`src/hdl/dfp_pkg.sv`:
```
package dfp_pkg;
  localparam logic [7:0] ADDR_FLASH_PROG_DATA = 8'hB4;
  localparam logic [7:0] ADDR_FLASH_PROG_CONTROL = 8'h02;
  localparam logic [7:0] RST_FLASH_PROG_DATA = 8'h00;
  localparam logic [7:0] RST_ADDR_SELECT = 8'h00;
  localparam logic [7:0] CMD_BLOCK_READ = 8'h06;
  localparam logic [7:0] CMD_BLOCK_WRITE = 8'h07;
  localparam logic [7:0] CMD_PAGE_ERASE = 8'h08;
  localparam logic [7:0] CMD_DEVICE_ERASE = 8'h03;
  localparam logic [7:0] UNLOCK_FIRST = 8'h02;
  localparam logic [7:0] UNLOCK_SECOND = 8'h01;
  localparam logic [1:0] INS_DATA_READ = 2'h0;
  localparam logic [1:0] INS_ADDR_WRITE = 2'h1;
  localparam logic [1:0] INS_DATA_WRITE = 2'h2;
  localparam logic [1:0] INS_ADDR_READ = 2'h3;
  localparam int BYTE_BITS = 8;
  localparam int LEN_BITS = 3;
  localparam int BUF_DEPTH = 2;
  typedef enum logic [1:0] {
    DFP_CMD_NONE,
    DFP_CMD_READ,
    DFP_CMD_WRITE,
    DFP_CMD_ERASE
  } dfp_cmd_t;
  typedef enum logic [2:0] {
    DFP_IDLE,
    DFP_INS,
    DFP_ADDR,
    DFP_WLEN,
    DFP_WDATA,
    DFP_RLEN,
    DFP_RDATA,
    DFP_TURN
  } dfp_state_t;
endpackage : dfp_pkg

```
`src/hdl/dfp_link.sv`:
```
// Contract
// - 8-bit read/write programming data register at link address 0xB4, reset zero.
// - Data register carries flash commands, addresses, write data and read data.
// - Command codes 0x06 read, 0x07 write, 0x08 page erase, 0x03 device erase.
// - Link traffic happens only while the device is halted.
// - While halted, link takes over the shared clock/reset pin and data pin.
// - Host selects the data register by loading address-select with 0xB4.
// - Programming enabled by writing 0x02 then 0x01 to the control register.
// - Programming stays enabled until system reset.
module dfp_link #(
  parameter int DW = 8
) (
  input wire logic mclk,
  input wire logic sys_rst,
  input wire logic halted,
  input wire logic debug_clock_pin,
  input wire logic debug_data_pin_in,
  output logic debug_data_pin_out,
  output logic debug_data_pin_oe_n,
  output logic pins_borrowed,
  output logic prog_enabled,
  output logic [7:0] flash_prog_data,
  output logic [7:0] cmd_code,
  output logic cmd_valid,
  input wire logic cmd_ready,
  input wire logic [DW-1:0] rd_data,
  input wire logic rd_valid,
  output logic rd_ready
);
  import dfp_pkg::*;

  logic [2:0] ck_sync_ff, nxt_ck_sync;
  logic [1:0] d_sync_ff, nxt_d_sync;
  dfp_state_t st_ff, nxt_st;
  logic [1:0] ins_ff, nxt_ins;
  logic [2:0] cnt_ff, nxt_cnt;
  logic [7:0] sh_ff, nxt_sh;
  logic [7:0] addr_sel_ff, nxt_addr_sel;
  logic [7:0] data_ff, nxt_data;
  logic [1:0] unlock_ff, nxt_unlock;
  logic out_ff, nxt_out;
  logic oe_n_ff, nxt_oe_n;
  logic borrow_ff, nxt_borrow;
  logic [7:0] buf_mem_ff [BUF_DEPTH];
  logic [7:0] nxt_buf_mem [BUF_DEPTH];
  logic [1:0] buf_cnt_ff, nxt_buf_cnt;
  logic buf_wp_ff, nxt_buf_wp, buf_rp_ff, nxt_buf_rp;
  logic rd_ready_ff, nxt_rd_ready;
  logic [7:0] flash_rd_ff, nxt_flash_rd;
  logic flash_rd_vld_ff, nxt_flash_rd_vld;
  logic rise, fall, din, push, pop, load_rd;

  function automatic logic cmd_is_valid(input logic [7:0] c);
    cmd_is_valid = (c == CMD_BLOCK_READ) || (c == CMD_BLOCK_WRITE) ||
      (c == CMD_PAGE_ERASE) || (c == CMD_DEVICE_ERASE);
  endfunction : cmd_is_valid

  always_comb begin
    nxt_ck_sync = {ck_sync_ff[1:0], debug_clock_pin};
    nxt_d_sync = {d_sync_ff[0], debug_data_pin_in};
  end
  assign rise = ck_sync_ff[1] & ~ck_sync_ff[2];
  assign fall = ~ck_sync_ff[1] & ck_sync_ff[2];
  assign din = d_sync_ff[1];

  // Two-entry buffer between command data register and flash side
  assign push = nxt_borrow && (st_ff == DFP_WDATA) && rise && (cnt_ff == 3'd7)
    && (ins_ff == INS_DATA_WRITE) && (addr_sel_ff == ADDR_FLASH_PROG_DATA)
    && (buf_cnt_ff != 2'd2) && unlock_ff[1];
  assign pop = cmd_valid && cmd_ready;
  // Flash read byte moves into the data register only while the link is idle
  assign load_rd = flash_rd_vld_ff && (st_ff == DFP_IDLE);
  always_comb begin
    nxt_buf_mem = buf_mem_ff;
    nxt_buf_wp = buf_wp_ff;
    nxt_buf_rp = buf_rp_ff;
    nxt_buf_cnt = buf_cnt_ff;
    if (push) begin
      nxt_buf_mem[buf_wp_ff] = {din, sh_ff[7:1]};
      nxt_buf_wp = ~buf_wp_ff;
    end
    if (pop) begin
      nxt_buf_rp = ~buf_rp_ff;
    end
    if (push && !pop) begin
      nxt_buf_cnt = buf_cnt_ff + 2'd1;
    end else if (pop && !push) begin
      nxt_buf_cnt = buf_cnt_ff - 2'd1;
    end
    nxt_flash_rd = flash_rd_ff;
    nxt_flash_rd_vld = flash_rd_vld_ff;
    if (load_rd) begin
      nxt_flash_rd_vld = 1'b0;
    end
    if (rd_valid && rd_ready_ff) begin
      nxt_flash_rd = rd_data[7:0];
      nxt_flash_rd_vld = 1'b1;
    end
    nxt_rd_ready = ~nxt_flash_rd_vld;
  end

  // Link shifter, LSB first: 2-bit instruction, then 8-bit field
  always_comb begin
    nxt_st = st_ff;
    nxt_ins = ins_ff;
    nxt_cnt = cnt_ff;
    nxt_sh = sh_ff;
    nxt_addr_sel = addr_sel_ff;
    nxt_data = data_ff;
    nxt_unlock = unlock_ff;
    nxt_out = out_ff;
    nxt_oe_n = oe_n_ff;
    nxt_borrow = halted;
    if (!nxt_borrow) begin
      nxt_st = DFP_IDLE;
      nxt_oe_n = 1'b1;
    end else if (rise) begin
      case (st_ff)
        DFP_IDLE: begin
          nxt_st = DFP_INS;
          nxt_ins = {1'b0, din};
        end
        DFP_INS: begin
          nxt_ins = {din, ins_ff[0]};
          nxt_cnt = 3'd0;
          if ({din, ins_ff[0]} == INS_DATA_READ || {din, ins_ff[0]} == INS_ADDR_READ) begin
            nxt_st = DFP_RDATA;
            nxt_sh = ({din, ins_ff[0]} == INS_ADDR_READ) ? addr_sel_ff :
              (addr_sel_ff == ADDR_FLASH_PROG_DATA) ? data_ff : 8'h00;
            nxt_oe_n = 1'b0;
          end else begin
            nxt_st = DFP_WDATA;
          end
        end
        DFP_WDATA: begin
          nxt_sh = {din, sh_ff[7:1]};
          nxt_cnt = cnt_ff + 3'd1;
          if (cnt_ff == 3'd7) begin
            nxt_st = DFP_IDLE;
            if (ins_ff == INS_ADDR_WRITE) begin
              nxt_addr_sel = {din, sh_ff[7:1]};
            end else if (addr_sel_ff == ADDR_FLASH_PROG_CONTROL) begin
              if ({din, sh_ff[7:1]} == UNLOCK_FIRST && !unlock_ff[1]) begin
                nxt_unlock = 2'b01;
              end else if ({din, sh_ff[7:1]} == UNLOCK_SECOND && unlock_ff == 2'b01) begin
                nxt_unlock = 2'b10;
              end else if (!unlock_ff[1]) begin
                nxt_unlock = 2'b00;
              end
            end else if (addr_sel_ff == ADDR_FLASH_PROG_DATA) begin
              nxt_data = {din, sh_ff[7:1]};
            end
          end
        end
        DFP_RDATA: begin
          nxt_cnt = cnt_ff + 3'd1;
          if (cnt_ff == 3'd7) begin
            nxt_st = DFP_TURN;
          end
        end
        default: begin
          nxt_st = DFP_IDLE;
        end
      endcase
    end else if (fall && st_ff == DFP_RDATA) begin
      nxt_out = sh_ff[0];
      nxt_sh = {1'b0, sh_ff[7:1]};
    end else if (fall && st_ff == DFP_TURN) begin
      nxt_oe_n = 1'b1;
      nxt_st = DFP_IDLE;
    end
    if (load_rd) begin
      nxt_data = flash_rd_ff;
    end
  end

  always_ff @(posedge mclk or posedge sys_rst) begin
    if (sys_rst) begin
      ck_sync_ff <= 3'b000;
      d_sync_ff <= 2'b00;
      st_ff <= DFP_IDLE;
      ins_ff <= 2'b00;
      cnt_ff <= 3'd0;
      sh_ff <= 8'h00;
      addr_sel_ff <= RST_ADDR_SELECT;
      data_ff <= RST_FLASH_PROG_DATA;
      unlock_ff <= 2'b00;
      out_ff <= 1'b0;
      oe_n_ff <= 1'b1;
      borrow_ff <= 1'b0;
      buf_mem_ff[0] <= 8'h00;
      buf_mem_ff[1] <= 8'h00;
      buf_cnt_ff <= 2'd0;
      buf_wp_ff <= 1'b0;
      buf_rp_ff <= 1'b0;
      rd_ready_ff <= 1'b0;
      flash_rd_ff <= 8'h00;
      flash_rd_vld_ff <= 1'b0;
      cmd_code <= 8'h00;
      cmd_valid <= 1'b0;
    end else begin
      ck_sync_ff <= nxt_ck_sync;
      d_sync_ff <= nxt_d_sync;
      st_ff <= nxt_st;
      ins_ff <= nxt_ins;
      cnt_ff <= nxt_cnt;
      sh_ff <= nxt_sh;
      addr_sel_ff <= nxt_addr_sel;
      data_ff <= nxt_data;
      unlock_ff <= nxt_unlock;
      out_ff <= nxt_out;
      oe_n_ff <= nxt_oe_n;
      borrow_ff <= nxt_borrow;
      buf_mem_ff <= nxt_buf_mem;
      buf_cnt_ff <= nxt_buf_cnt;
      buf_wp_ff <= nxt_buf_wp;
      buf_rp_ff <= nxt_buf_rp;
      rd_ready_ff <= nxt_rd_ready;
      flash_rd_ff <= nxt_flash_rd;
      flash_rd_vld_ff <= nxt_flash_rd_vld;
      cmd_code <= nxt_buf_mem[nxt_buf_rp];
      cmd_valid <= (nxt_buf_cnt != 2'd0);
    end
  end

  assign debug_data_pin_out = out_ff;
  assign debug_data_pin_oe_n = oe_n_ff;
  assign pins_borrowed = borrow_ff;
  assign prog_enabled = unlock_ff[1];
  assign flash_prog_data = data_ff;
  assign rd_ready = rd_ready_ff;
  logic unused_cmd;
  assign unused_cmd = cmd_is_valid(data_ff);
endmodule : dfp_link

```
`config.mk`:
```
export PLATFORM = sky130hd
export DESIGN_NAME = dfp_link
export DESIGN_NICKNAME = d
export VERILOG_FILES = /design/src/hdl/dfp_pkg.sv /design/src/hdl/dfp_link.sv
export SDC_FILE = /design/constraint.sdc
export NUM_CORES = 1
export LEC_CHECK = 0
export BUFFER_PORTS_ARGS = -buffer_cell sky130_fd_sc_hd__buf_2
export CORE_MARGIN = 2
export CORE_UTILIZATION = 55
export DETAILED_ROUTE_END_ITERATION = 10
export PLACE_DENSITY = 0.83
export SLEW_MARGIN = 20
export SYNTH_ARGS = -nofsm -noshare
export SYNTH_HDL_FRONTEND = slang
export SYNTH_SLANG_ARGS = --single-unit
```
`constraint.sdc`:
```
create_clock -name mclk -period 3.1 [get_ports mclk]
set_input_delay 0 -clock mclk [delete_from_list [all_inputs] [get_ports mclk]]
set_output_delay 0 -clock mclk [all_outputs]
set_load 0.02 [all_outputs]
```
==> summary.md, run 1 <==
| Metric | Value |
|---|---|
| Final Slew Violations | `0` |
| Final Util | `roughly 64%` |
| Worst reg2reg startpoint | `d_sync_ff[1]` |
| Clock-pin slew on the worst setup and hold paths | `~0.08 ns` |
| Final wirelength | `slightly below 8 mm` |
| Post-CTS Setup Repair Bufs | `0` |
| Post-CTS sizing | `0` |
| Routed wire per std cell | `around 17 µm` |
| Initial Util | `approximately 56%` |
| Reg2Reg Depth | `5` |
| H-tree depth | `3` |
| DR pass1 iterations | `5` |
| Synth Flop Type | `dfrtp_1` |
| Final worst clock skew | `between 0.008 and 0.009 ns` |
| Post-route cell area | `0.004324 mm²` |
| CTS Hold Bufs | `12` |
| Via/cell ratio | `between 5 and 6` |
| Initial antenna violation count | `0` |
| Fillers | `498` |
| First-pass GRT wire length | `13.11 mm` |
| Final setup vio count | `0` |
| Mapped cell area | `0.003780 mm²` |
| Worst Tran Pin Value | `~0.9 ns` |
| Fin Hold WS | `around 0.056 ns` |
| Worst-path cell chain | `ha_1, nand2b_1, mux2_2, o32ai_2, mux2_2` |
| Final min period | `2.405 ns` |
| Final period util | `between 70% and 80%` |
| Startpoint types | `register` |
| Setup CP Type | `register to register` |
| Synth unique cells | `50` |
| Clk sink count | `81` |
| Worst hold start | `cmd_ready` |
| CTS tree | `built` |
| Post-synthesis cell count | `about 340` |
| Via Count | `around 2800` |
| Synth async-reset ratio | `between 90% and 100%` |
| Pin count of the biggest net entering global routing | `47` |
| Area post-placement | `approximately 0.004 mm²` |
| Critical path fanouts, max | `10` |
| YS warnings | `0` |
| CTS Buf Count | `9` |
| Final Power | `2.811 mW` |
| Pwr dens | `between 600 and 700 mW/mm²` |
| Endpoint, Worst Hold | `buf_cnt_ff[1]` |
| Max Cap Viol | `0` |
| R2R setup slack | `~0.69 ns` |
| Fmax | `just over 0.4 GHz` |
| PortBufs | `36` |
| Ant diodes | `0` |
| DRC viols | `0` |
| Share of layout cells above drive strength 1 | `26.36%` |
| #FFs+latches synth | `81` |
| Non-filler cells in the finished layout | `467` |
| P_leak | `2.014 nW` |
| Tot GR Track Use | `22.67%` |
| HPWL Detailed | `approximately 5.2 mm` |
| Layout area overhead | `14.40%` |
| RSZ-0062 raised after global routing | `false` |
| CP arrival | `2.66 ns` |
| WP data required | `between 3 and 4 ns` |
| Clock Tree Buf Depth | `2` |
| FF-to-FF End | `sh_ff[0]` |
| Maximum VDD drop | `~420 µV` |
| Placed Cells | `roughly 440` |
| Die ar. | `approximately 0.0076 mm²` |
| Max stage delay on crit path | `around 0.6 ns` |
| Setup TNS | `0 ns` |
| Routed Antenna Nets | `0` |
| Root buf cell | `clkbuf_8` |
| Syn nets | `around 360` |
| Chip width | `a little under 90 µm` |
| Final nets | `approximately 400` |
| Final hold violations | `0` |
| Number of stages on the worst hold path | `3` |
| Core area | `~0.0067 mm²` |
| DRT iter0 DRCs | `138` |
| Crit path max-delay family | `multiplexers` |
| Vias in the first global route | `roughly 2700` |
| Register area share after synthesis | `53.66%` |
| Syn_area_per_cell | `11.25 µm²` |
| GRT overflow | `0` |
| Setup slack after layout | `approximately 0.69 ns` |
| CP Buf/Inv Count | `0` |
| Status | `finished, final reports clean` |
| HP Class | `input port to register` |
| IO Pins | `37` |
| Pre-CTS setup slack | `0.7280 ns` |
| Clk_lat worst skew | `approximately 0.36 ns` |
| Highest-delay cell along the critical path | `o32ai_2` |
| EDFF count, synth | `0` |
| Worst relative slew slack | `between 40% and 50%` |
| Die H | `a little under 90 µm` |
| RePlAce Congestion | `roughly 0.85` |
| Row count | `30` |
| Setup crit end kind | `register` |
| Crit path top cell by count | `mux2_2` |
## metal layers
layer,up-vias,GRT usage [%],share of wire (%)
met4,0,10.65,1.8
met1,1387,30.60,47
met5,-,0,0
met3,10,3.697,3.3
li1,1319,-,-
met2,63,36.02,48
## final cells by class
cell class | count | area (µm²) | area share, %
clock buffer | 10 | 127.6 | 2.951
clock inverter | 6 | 67.56 | 1.562
multi-input combinational | 228 | 1635 | 37.82
tap | 80 | 100.1 | 2.315
sequential | 81 | 2028 | 46.90
timing repair buffer | 51 | 322.8 | 7.465
inverter | 11 | 42.54 | 0.9838
## layout by cell type (no fill, tap or decap), types with 3 or more instances in the layout
| master | count |
|---|---|
| o31a_1 | 3 |
| or3_1 | 3 |
| a22oi_1 | 7 |
| nor2_1 | 21 |
| nand2_1 | 26 |
| mux2_2 | 38 |
| buf_4 | 3 |
| nor2b_1 | 4 |
| nand2b_1 | 3 |
| dlygate4sd3_1 | 12 |
| a221o_1 | 6 |
| mux2i_1 | 9 |
| xnor2_1 | 4 |
| o2111ai_1 | 4 |
| nor3_1 | 7 |
| and3_1 | 9 |
| nand3_1 | 4 |
| dfrtp_1 | 80 |
| a21oi_1 | 16 |
| ha_1 | 4 |
| a31oi_1 | 3 |
| buf_2 | 36 |
| o21ai_0 | 28 |
| inv_1 | 10 |
| clkbuf_8 | 9 |
## flip-flops by register name, indices dropped and copies added, names as in the netlist, 2 cells and up
register         count
ins_ff               2
d_sync_ff            2
unlock_ff            2
addr_sel_ff          8
st_ff                3
buf_cnt_ff           2
sh_ff                8
cnt_ff               3
buf_mem_ff          16
flash_rd_ff          8
ck_sync_ff           3
flash_prog_data      8
cmd_code             8
## report_power, final
| part | internal (mW) | switching [mW] | total, mW |
|---|---|---|---|
| logic | 0.266 | 0.412 | 0.678 |
| clock network | 0.375 | 0.397 | 0.772 |
| registers | 1.20 | 0.157 | 1.36 |
| total | 1.84 | 0.966 | 2.81 |
## cells by family (layout without fill, tap and decap cells)
logic type      Yosys count  count (layout)  synth area share [%]
simple gates             94              94                 13.74
flops                    81              81                 53.66
compound gates           78              78                 13.17
mux                      47              47                 13.70
buf+inv                  27              78                 3.244
xor+xnor                  5               5                 1.159
fa+ha+maj                 4               4                 1.324
## cell usage after synthesis (2+ instances only)
library cell | count | area (µm²)
or3_1 | 3 | 18.77
ha_1 | 4 | 50.05
a21o_1 | 2 | 15.01
a31oi_1 | 4 | 25.02
and2_1 | 2 | 12.51
buf_4 | 2 | 15.01
nand4b_1 | 2 | 17.52
mux2_2 | 38 | 427.9
a21oi_1 | 16 | 80.08
clkbuf_1 | 7 | 26.28
nand2b_1 | 3 | 18.77
o31a_1 | 3 | 26.28
dfrtp_1 | 80 | 2002
o21ai_0 | 28 | 140.1
nor3_1 | 7 | 35.03
xnor2_1 | 4 | 35.03
nand2_1 | 26 | 97.59
a22oi_1 | 7 | 52.55
o22ai_1 | 2 | 12.51
inv_1 | 11 | 41.29
a221o_1 | 6 | 60.06
mux2i_1 | 9 | 90.09
and3_1 | 9 | 56.30
nor2_1 | 21 | 78.83
o21ai_1 | 2 | 10.01
o2111ai_1 | 4 | 35.03
buf_2 | 5 | 25.02
nand3_1 | 4 | 20.02
nor2b_1 | 4 | 25.02
## worst reg2reg max path, delay by kind of cell (launching register included)
family / cells / cell delay (ns)
adders and majority gates: 1 / 0.34
and+or+nand+nor: 1 / 0.16
AOI/OAI and AO/OA: 1 / 0.59
DFF: 1 / 0.50
muxes: 2 / 0.70
## worst max-delay path by stage
| stage | to | depth (start not counted) | slack (ns) | from |
|---|---|---|---|---|
| 6_report | sh_ff[0] | 5 | 0.69 | d_sync_ff[1] |
| 3_3_place_gp | sh_ff[5] | 5 | 0.74 | d_sync_ff[1] |
| 3_5_place_dp | sh_ff[5] | 5 | 0.73 | d_sync_ff[1] |
| 4_1_cts | sh_ff[0] | 5 | 0.71 | d_sync_ff[1] |
| 2_1_floorplan | addr_sel_ff[0] | 1 | 1.02 | sys_rst |
| 5_1_grt | cmd_code[6] | 7 | 0.51 | buf_cnt_ff[0] |
No activity file was read; power rests on OpenSTA's default activity.
==> run 2: changes to the inputs <==
--- a/config.mk
+++ b/config.mk
@@ -7,9 +7,9 @@
 export LEC_CHECK = 0
 export BUFFER_PORTS_ARGS = -buffer_cell sky130_fd_sc_hd__buf_2
 export CORE_MARGIN = 2
-export CORE_UTILIZATION = 55
+export CORE_UTILIZATION = 53
 export DETAILED_ROUTE_END_ITERATION = 10
-export PLACE_DENSITY = 0.83
+export PLACE_DENSITY = 0.84
 export SLEW_MARGIN = 20
 export SYNTH_ARGS = -nofsm -noshare
 export SYNTH_HDL_FRONTEND = slang
==> constraint.sdc (replaced) <==
create_clock -name mclk -period 2.2 [get_ports mclk]
set_input_delay 0 -clock mclk [delete_from_list [all_inputs] [get_ports mclk]]
set_output_delay 0 -clock mclk [all_outputs]
set_load 0.02 [all_outputs]
==> summary.md, run 2 (same netlist as run 1, synthesis figures left out) <==
| Metric | Value |
|---|---|
| FF-to-FF End | `cmd_code[5]` |
| DRT iter0 DRCs | `around 170` |
| Final setup vio count | `0` |
| Crit path top cell by count | `and3_1` |
| Final min period | `between 2 and 2.5 ns` |
| Pwr dens | `about 880 mW/mm²` |
| Worst reg2reg startpoint | `buf_cnt_ff[0]` |
| Number of stages on the worst hold path | `3` |
| Setup slack after layout | `roughly 0.089 ns` |
| CP arrival | `roughly 2.4 ns` |
| Final Power | `3.958 mW` |
| Reg2Reg Depth | `7` |
| Worst hold start | `cmd_ready` |
| Worst-path cell chain | `inv_1, ha_1, nor4bb_1, and3_1, nand3_2, and3_1, a221o_1` |
| HPWL Detailed | `roughly 5.3 mm` |
| Worst Tran Pin Value | `around 0.57 ns` |
| Max stage delay on crit path | `~0.34 ns` |
| Setup TNS | `0 ns` |
| Final period util | `95.95%` |
| Final hold violations | `0` |
| Tot GR Track Use | `between 20% and 30%` |
| Die ar. | `about 0.008 mm²` |
| Highest-delay cell along the critical path | `dfrtp_1` |
| Setup CP Type | `register to register` |
| Clock-pin slew on the worst setup and hold paths | `approximately 0.080 ns` |
| Core area | `a little under 0.007 mm²` |
| Most common cell after layout, fill and taps aside | `dfrtp_1` |
| Fillers | `551` |
| GRT overflow | `0` |
| Routed wire per std cell | `between 15 and 20 µm` |
| Pre-CTS setup slack | `0.01316 ns` |
| Initial antenna violation count | `0` |
| Final wirelength | `around 8 mm` |
| CTS Buf Count | `9` |
| Layout area overhead | `18.50%` |
| Final worst clock skew | `roughly 0.0096 ns` |
| DRC viols | `0` |
| IO Pins | `37` |
| Final Slew Violations | `0` |
| Share of layout cells above drive strength 1 | `29.60%` |
| Setup crit end kind | `register` |
| Status | `finished, final reports clean` |
| Register with the most flip-flops | `buf_mem_ff` |
| Initial Util | `a little under three fifths` |
| Critical path fanouts, max | `9` |
| Row count | `30` |
| WP data required | `about 2.4 ns` |
| HP Class | `input port to register` |
| Seq. cell area | `0.002028 mm²` |
| Fmax | `0.4738 GHz` |
| Worst relative slew slack | `about 62%` |
| Clk sink count | `between 80 and 90` |
| PortBufs | `36` |
| Clk_lat worst skew | `approximately 0.36 ns` |
| Clock Tree Buf Depth | `2` |
| Maximum VDD drop | `around 680 µV` |
| RePlAce Congestion | `between 0.8 and 0.9` |
| Routed Antenna Nets | `0` |
| Vias in the first global route | `about 2800` |
| Max Cap Viol | `0` |
| Ant diodes | `0` |
| Largest register FFs | `16` |
| R2R setup slack | `0.09 ns` |
| H-tree depth | `3` |
| Post-CTS Setup Repair Bufs | `0` |
| Die H | `slightly below 90 µm` |
| Endpoint, Worst Hold | `buf_cnt_ff[1]` |
| Pin count of the biggest net entering global routing | `82` |
| First-pass GRT wire length | `approximately 14 mm` |
| Commonest cells after routing, fill and taps aside | `80 x dfrtp_1, 38 x mux2_2, 36 x buf_2, 28 x o21ai_0, 26 x nand2_1` |
| CTS tree | `built` |
| Chip width | `just under 90 µm` |
| P_leak | `around 2.1 nW` |
| Via/cell ratio | `approximately 5.7` |
| Via Count | `2822` |
| Root buf cell | `clkbuf_8` |
| DR pass1 iterations | `5` |
| Startpoint types | `register` |
| Multi-input logic area | `approximately 0.0016 mm²` |
| Final nets | `~420` |
==> run 2: worst max path at each step <==
stage,from,endpoint,slack (ns),cells after the start
floorplan,sys_rst,addr_sel_ff[0],0.12,1
global placement,buf_cnt_ff[0],cmd_code[4],0.15,7
detailed placement,buf_cnt_ff[0],cmd_code[5],0.01,7
CTS,buf_cnt_ff[0],cmd_code[5],0.02,7
global route,buf_cnt_ff[0],cmd_code[5],-0.0005,7
finish,buf_cnt_ff[0],cmd_code[5],0.09,7
==> run 2: routing by layer <==
layer / wire length (µm) / track usage [%]
met2: 3847 / 37.18
met5: 0 / 0
met1: 3592 / 30.90
met3: 390 / 4.478
met4: 134 / 9.642
==> run 2: repair_timing <==
item                       4_1_cts  5_1_grt
gates resized for setup          0        2
hold endpoints to repair        91        0
setup endpoints to repair        0       15
hold buffers                    12        0
==> run 2: worst max-delay path: cells and delay by family, from the launching register on <==
family,cells,cell delay (ns)
AO/OA/AOI/OAI,1,0.27
adder cells (fa/ha/maj),1,0.20
buffers and inverters,1,0.09
flip-flops,1,0.34
AND/OR/NAND/NOR,4,1.09
==> run 2: layout make-up <==
class	count	share of cell area (%)
Sequential cell	81	45.28
Multi-Input combinational cell	228	36.59
Timing Repair Buffer	67	10.17
Clock buffer	10	3.073
Tap cell	96	2.682
Clock inverter	5	1.257
Inverter	11	0.9497
==> run 2: per-stage QoR <==
step / std cells / util [%] / hold WS (ns) / instance area [µm²]
floorplan: 336 / - / 0.03143 / 3780
global placement: 471 / 60.82 / 0.1084 / 4155
detailed placement: 471 / 60.82 / 0.1097 / 4155
CTS: 498 / 65.42 / 0.05165 / 4469
global route: 498 / 65.57 / 0.09085 / 4479
finish: 498 / 65.57 / 0.06698 / 4479
==> run 2: power breakdown <==
group	switching [mW]	internal, mW	total [mW]
clock network	0.525	0.547	1.07
logic	0.594	0.390	0.984
registers	0.205	1.70	1.90
total	1.32	2.63	3.96
==> run 3: changes to the inputs <==
--- a/config.mk
+++ b/config.mk
@@ -5,11 +5,13 @@
 export SDC_FILE = /design/constraint.sdc
 export NUM_CORES = 1
 export LEC_CHECK = 0
+export ABC_AREA = 1
 export BUFFER_PORTS_ARGS = -buffer_cell sky130_fd_sc_hd__buf_2
 export CORE_MARGIN = 2
 export CORE_UTILIZATION = 53
 export DETAILED_ROUTE_END_ITERATION = 10
 export PLACE_DENSITY = 0.84
+export SETUP_SLACK_MARGIN = 0.1
 export SLEW_MARGIN = 20
 export SYNTH_ARGS = -nofsm -noshare
 export SYNTH_HDL_FRONTEND = slang
==> summary.md, run 3 <==
| Metric | Value |
|---|---|
| Status | `finished, final reports clean` |
| Final worst clock skew | `roughly 0.012 ns` |
| Number of stages on the worst hold path | `6` |
| Final Power | `around 4.4 mW` |
| Final Slew Violations | `0` |
| IO Pins | `37` |
| Worst reg2reg startpoint | `st_ff[1]` |
| Pre-CTS setup slack | `0.2684 ns` |
| R2R setup slack | `0.34 ns` |
| GRT overflow | `0` |
| CTS tree | `built` |
| Pwr dens | `1028 mW/mm²` |
| Fillers | `roughly 530` |
| Syn nets | `roughly 460` |
| Cell taking the most area after synthesis | `dfrtp_1` |
| Share of layout cells above drive strength 1 | `~14%` |
| Reg2Reg Depth | `7` |
| Cell with the most instances after synthesis | `nand2_1` |
| Setup slack after layout | `around 0.34 ns` |
| Final period util | `roughly 84%` |
| Register area share after synthesis | `between 50% and 60%` |
| Register with the most flip-flops | `buf_mem_ff` |
| Worst hold start | `cmd_ready` |
| PortBufs | `36` |
| Top sig layer | `met4` |
| Synth Flop Type | `dfrtp_1` |
| Via Count | `~3100` |
| Via/cell ratio | `~5.4` |
| Row count | `30` |
| Worst Tran Pin Value | `between 0.8 and 0.9 ns` |
| YS warnings | `0` |
| HPWL Detailed | `around 5.7 mm` |
| WP data required | `approximately 2.5 ns` |
| Fmax | `about 0.54 GHz` |
| Post-synthesis mux area share | `0%` |
| Initial Util | `approximately 55%` |
| Clock Tree Buf Depth | `2` |
| Post-Synth Simple-Gate Area | `26.10%` |
| Maximum VDD drop | `545.2 µV` |
| Non-filler cells in the finished layout | `between 500 and 600` |
| FF-to-FF End | `flash_prog_data[1]` |
| Core area | `about 0.0068 mm²` |
| Max Cap Viol | `0` |
| Endpoint, Worst Hold | `buf_cnt_ff[1]` |
| Startpoint types | `register` |
| DR pass1 iterations | `5` |
| Root buf cell | `clkbuf_8` |
| DRT iter0 DRCs | `roughly 410` |
| Met2 Routed Length | `slightly below 4 mm` |
| Worst relative slew slack | `44.56%` |
| Largest register FFs | `16` |
| DRC viols | `0` |
| EDFF count, synth | `0` |
| Pin count of the biggest net entering global routing | `49` |
| Most common cell after layout, fill and taps aside | `nand2_1` |
| Final setup vio count | `0` |
| Commonest cells after routing, fill and taps aside | `122 x nand2_1, 80 x dfrtp_1, 57 x inv_1, 36 x buf_2, 34 x o21ai_0` |
| HP Class | `input port to register` |
| H-tree depth | `3` |
| Synth unique cells | `34` |
| Synth Area in Adders | `under 10%` |
| Vias in the first global route | `3106` |
| RSZ-0062 raised after global routing | `false` |
| Area post-placement | `just under 0.004 mm²` |
| Syn_area_per_cell | `8.477 µm²` |
| Clk sink count | `between 80 and 90` |
| Final nets | `approximately 510` |
| Post-CTS Setup Repair Bufs | `0` |
| Chip width | `between 80 and 90 µm` |
| Synth top area cells | `dfrtp_1 54%, nand2_1 12%, inv_1 5.9%` |
| Critical path fanouts, max | `17` |
| Synth top area share | `between 50% and 60%` |
| #FFs+latches synth | `between 80 and 90` |
| Final min period | `between 1.5 and 2 ns` |
| Final hold violations | `0` |
| Routed wire per std cell | `between 10 and 15 µm` |
| Routed Antenna Nets | `0` |
| RePlAce Congestion | `0.8701` |
| Clk_lat worst skew | `around 0.35 ns` |
| Synth Area in Compound Gates | `10.43%` |
| Tot GR Track Use | `about a quarter` |
| Xor and xnor fraction of the mapped netlist area | `less than 1%` |
| CP arrival | `about 2.1 ns` |
| Post-route cell area | `0.004320 mm²` |
| Post-synthesis cell count | `around 440` |
| Mapped cell area | `0.003696 mm²` |
| Initial antenna violation count | `0` |
| Final wirelength | `8.237 mm` |
| M1 WL | `3.655 mm` |
| CTS Buf Count | `9` |
| Die H | `between 80 and 90 µm` |
| Largest family of logic cells by synthesized area | `simple AND/OR/NAND/NOR gates` |
| Ant diodes | `0` |
| P_leak | `2.129 nW` |
| Layout area overhead | `16.89%` |
| Placed Cells | `547` |
| Clock-pin slew on the worst setup and hold paths | `about 0.080 ns` |
| Die ar. | `roughly 0.0077 mm²` |
| Synth cell count leaders | `123 x nand2_1, 80 x dfrtp_1, 58 x inv_1` |
| Met3 wire length | `roughly 440 µm` |
| Setup crit end kind | `register` |
| Setup CP Type | `register to register` |
| Synth async-reset ratio | `100.0%` |
| First-pass GRT wire length | `~14 mm` |
| Setup TNS | `0 ns` |
## run 3: metal layers
metal,vias up,GRT usage [%]
met5,-,0
met4,0,11.33
met3,18,5.024
met2,117,37.26
met1,1480,31.34
li1,1507,-
## run 3: cell families after synthesis
family | count (synthesis)
AO/OA/AOI/OAI | 70
XOR/XNOR | 1
adder cells (fa/ha/maj) | 4
buffers and inverters | 66
flip-flops | 81
AND/OR/NAND/NOR | 214
## run 3: layout make-up
cell class / count / area (µm²) / share of cell area (%)
Sequential cell: 81 / 2028 / 46.94
Multi-Input combinational cell: 289 / 1411 / 32.67
Timing Repair Buffer: 52 / 350.3 / 8.109
Inverter: 60 / 226.5 / 5.242
Clock buffer: 11 / 151.4 / 3.504
Tap cell: 80 / 100.1 / 2.317
Clock inverter: 4 / 52.55 / 1.216
## run 3: power breakdown
group	switching [mW]	internal, mW
Sequential	0.185	1.83
Clock	0.540	0.580
Combinational	0.883	0.427
Total	1.61	2.83
## run 3: worst max-delay path by stage
stage,from,to,slack [ns]
after detailed placement,st_ff[1],flash_prog_data[5],0.27
after CTS,st_ff[1],flash_prog_data[5],0.23
after global routing,buf_cnt_ff[0],cmd_code[0],0.12
final,st_ff[1],flash_prog_data[1],0.34
after floorplan,sys_rst,addr_sel_ff[0],0.12
after global placement,st_ff[1],flash_prog_data[7],0.32
## run 3: metrics by stage
stage	hold WS, ns	util [%]
detailed placement	0.07848	58.67
global route	0.2346	63.94
finish	0.1857	63.94
CTS	0.1723	63.91
global placement	0.07415	58.67
floorplan	0.03143	-
## run 3: critical path, cell delays in order (launching register included)
cell and delay, ns:
dfrtp_1 0.45, nor2_1 0.17, inv_1 0.07, nor2_1 0.27
nand2_2 0.28, nand2_2 0.33, nor2_1 0.09, a21oi_1 0.12
## run 3: timing repair
item                                    4_1_cts  5_1_grt
endpoints found under the setup margin        0        8
endpoints found under the hold margin        44        0
hold buffers                                 15        0
resized for setup                             0        1
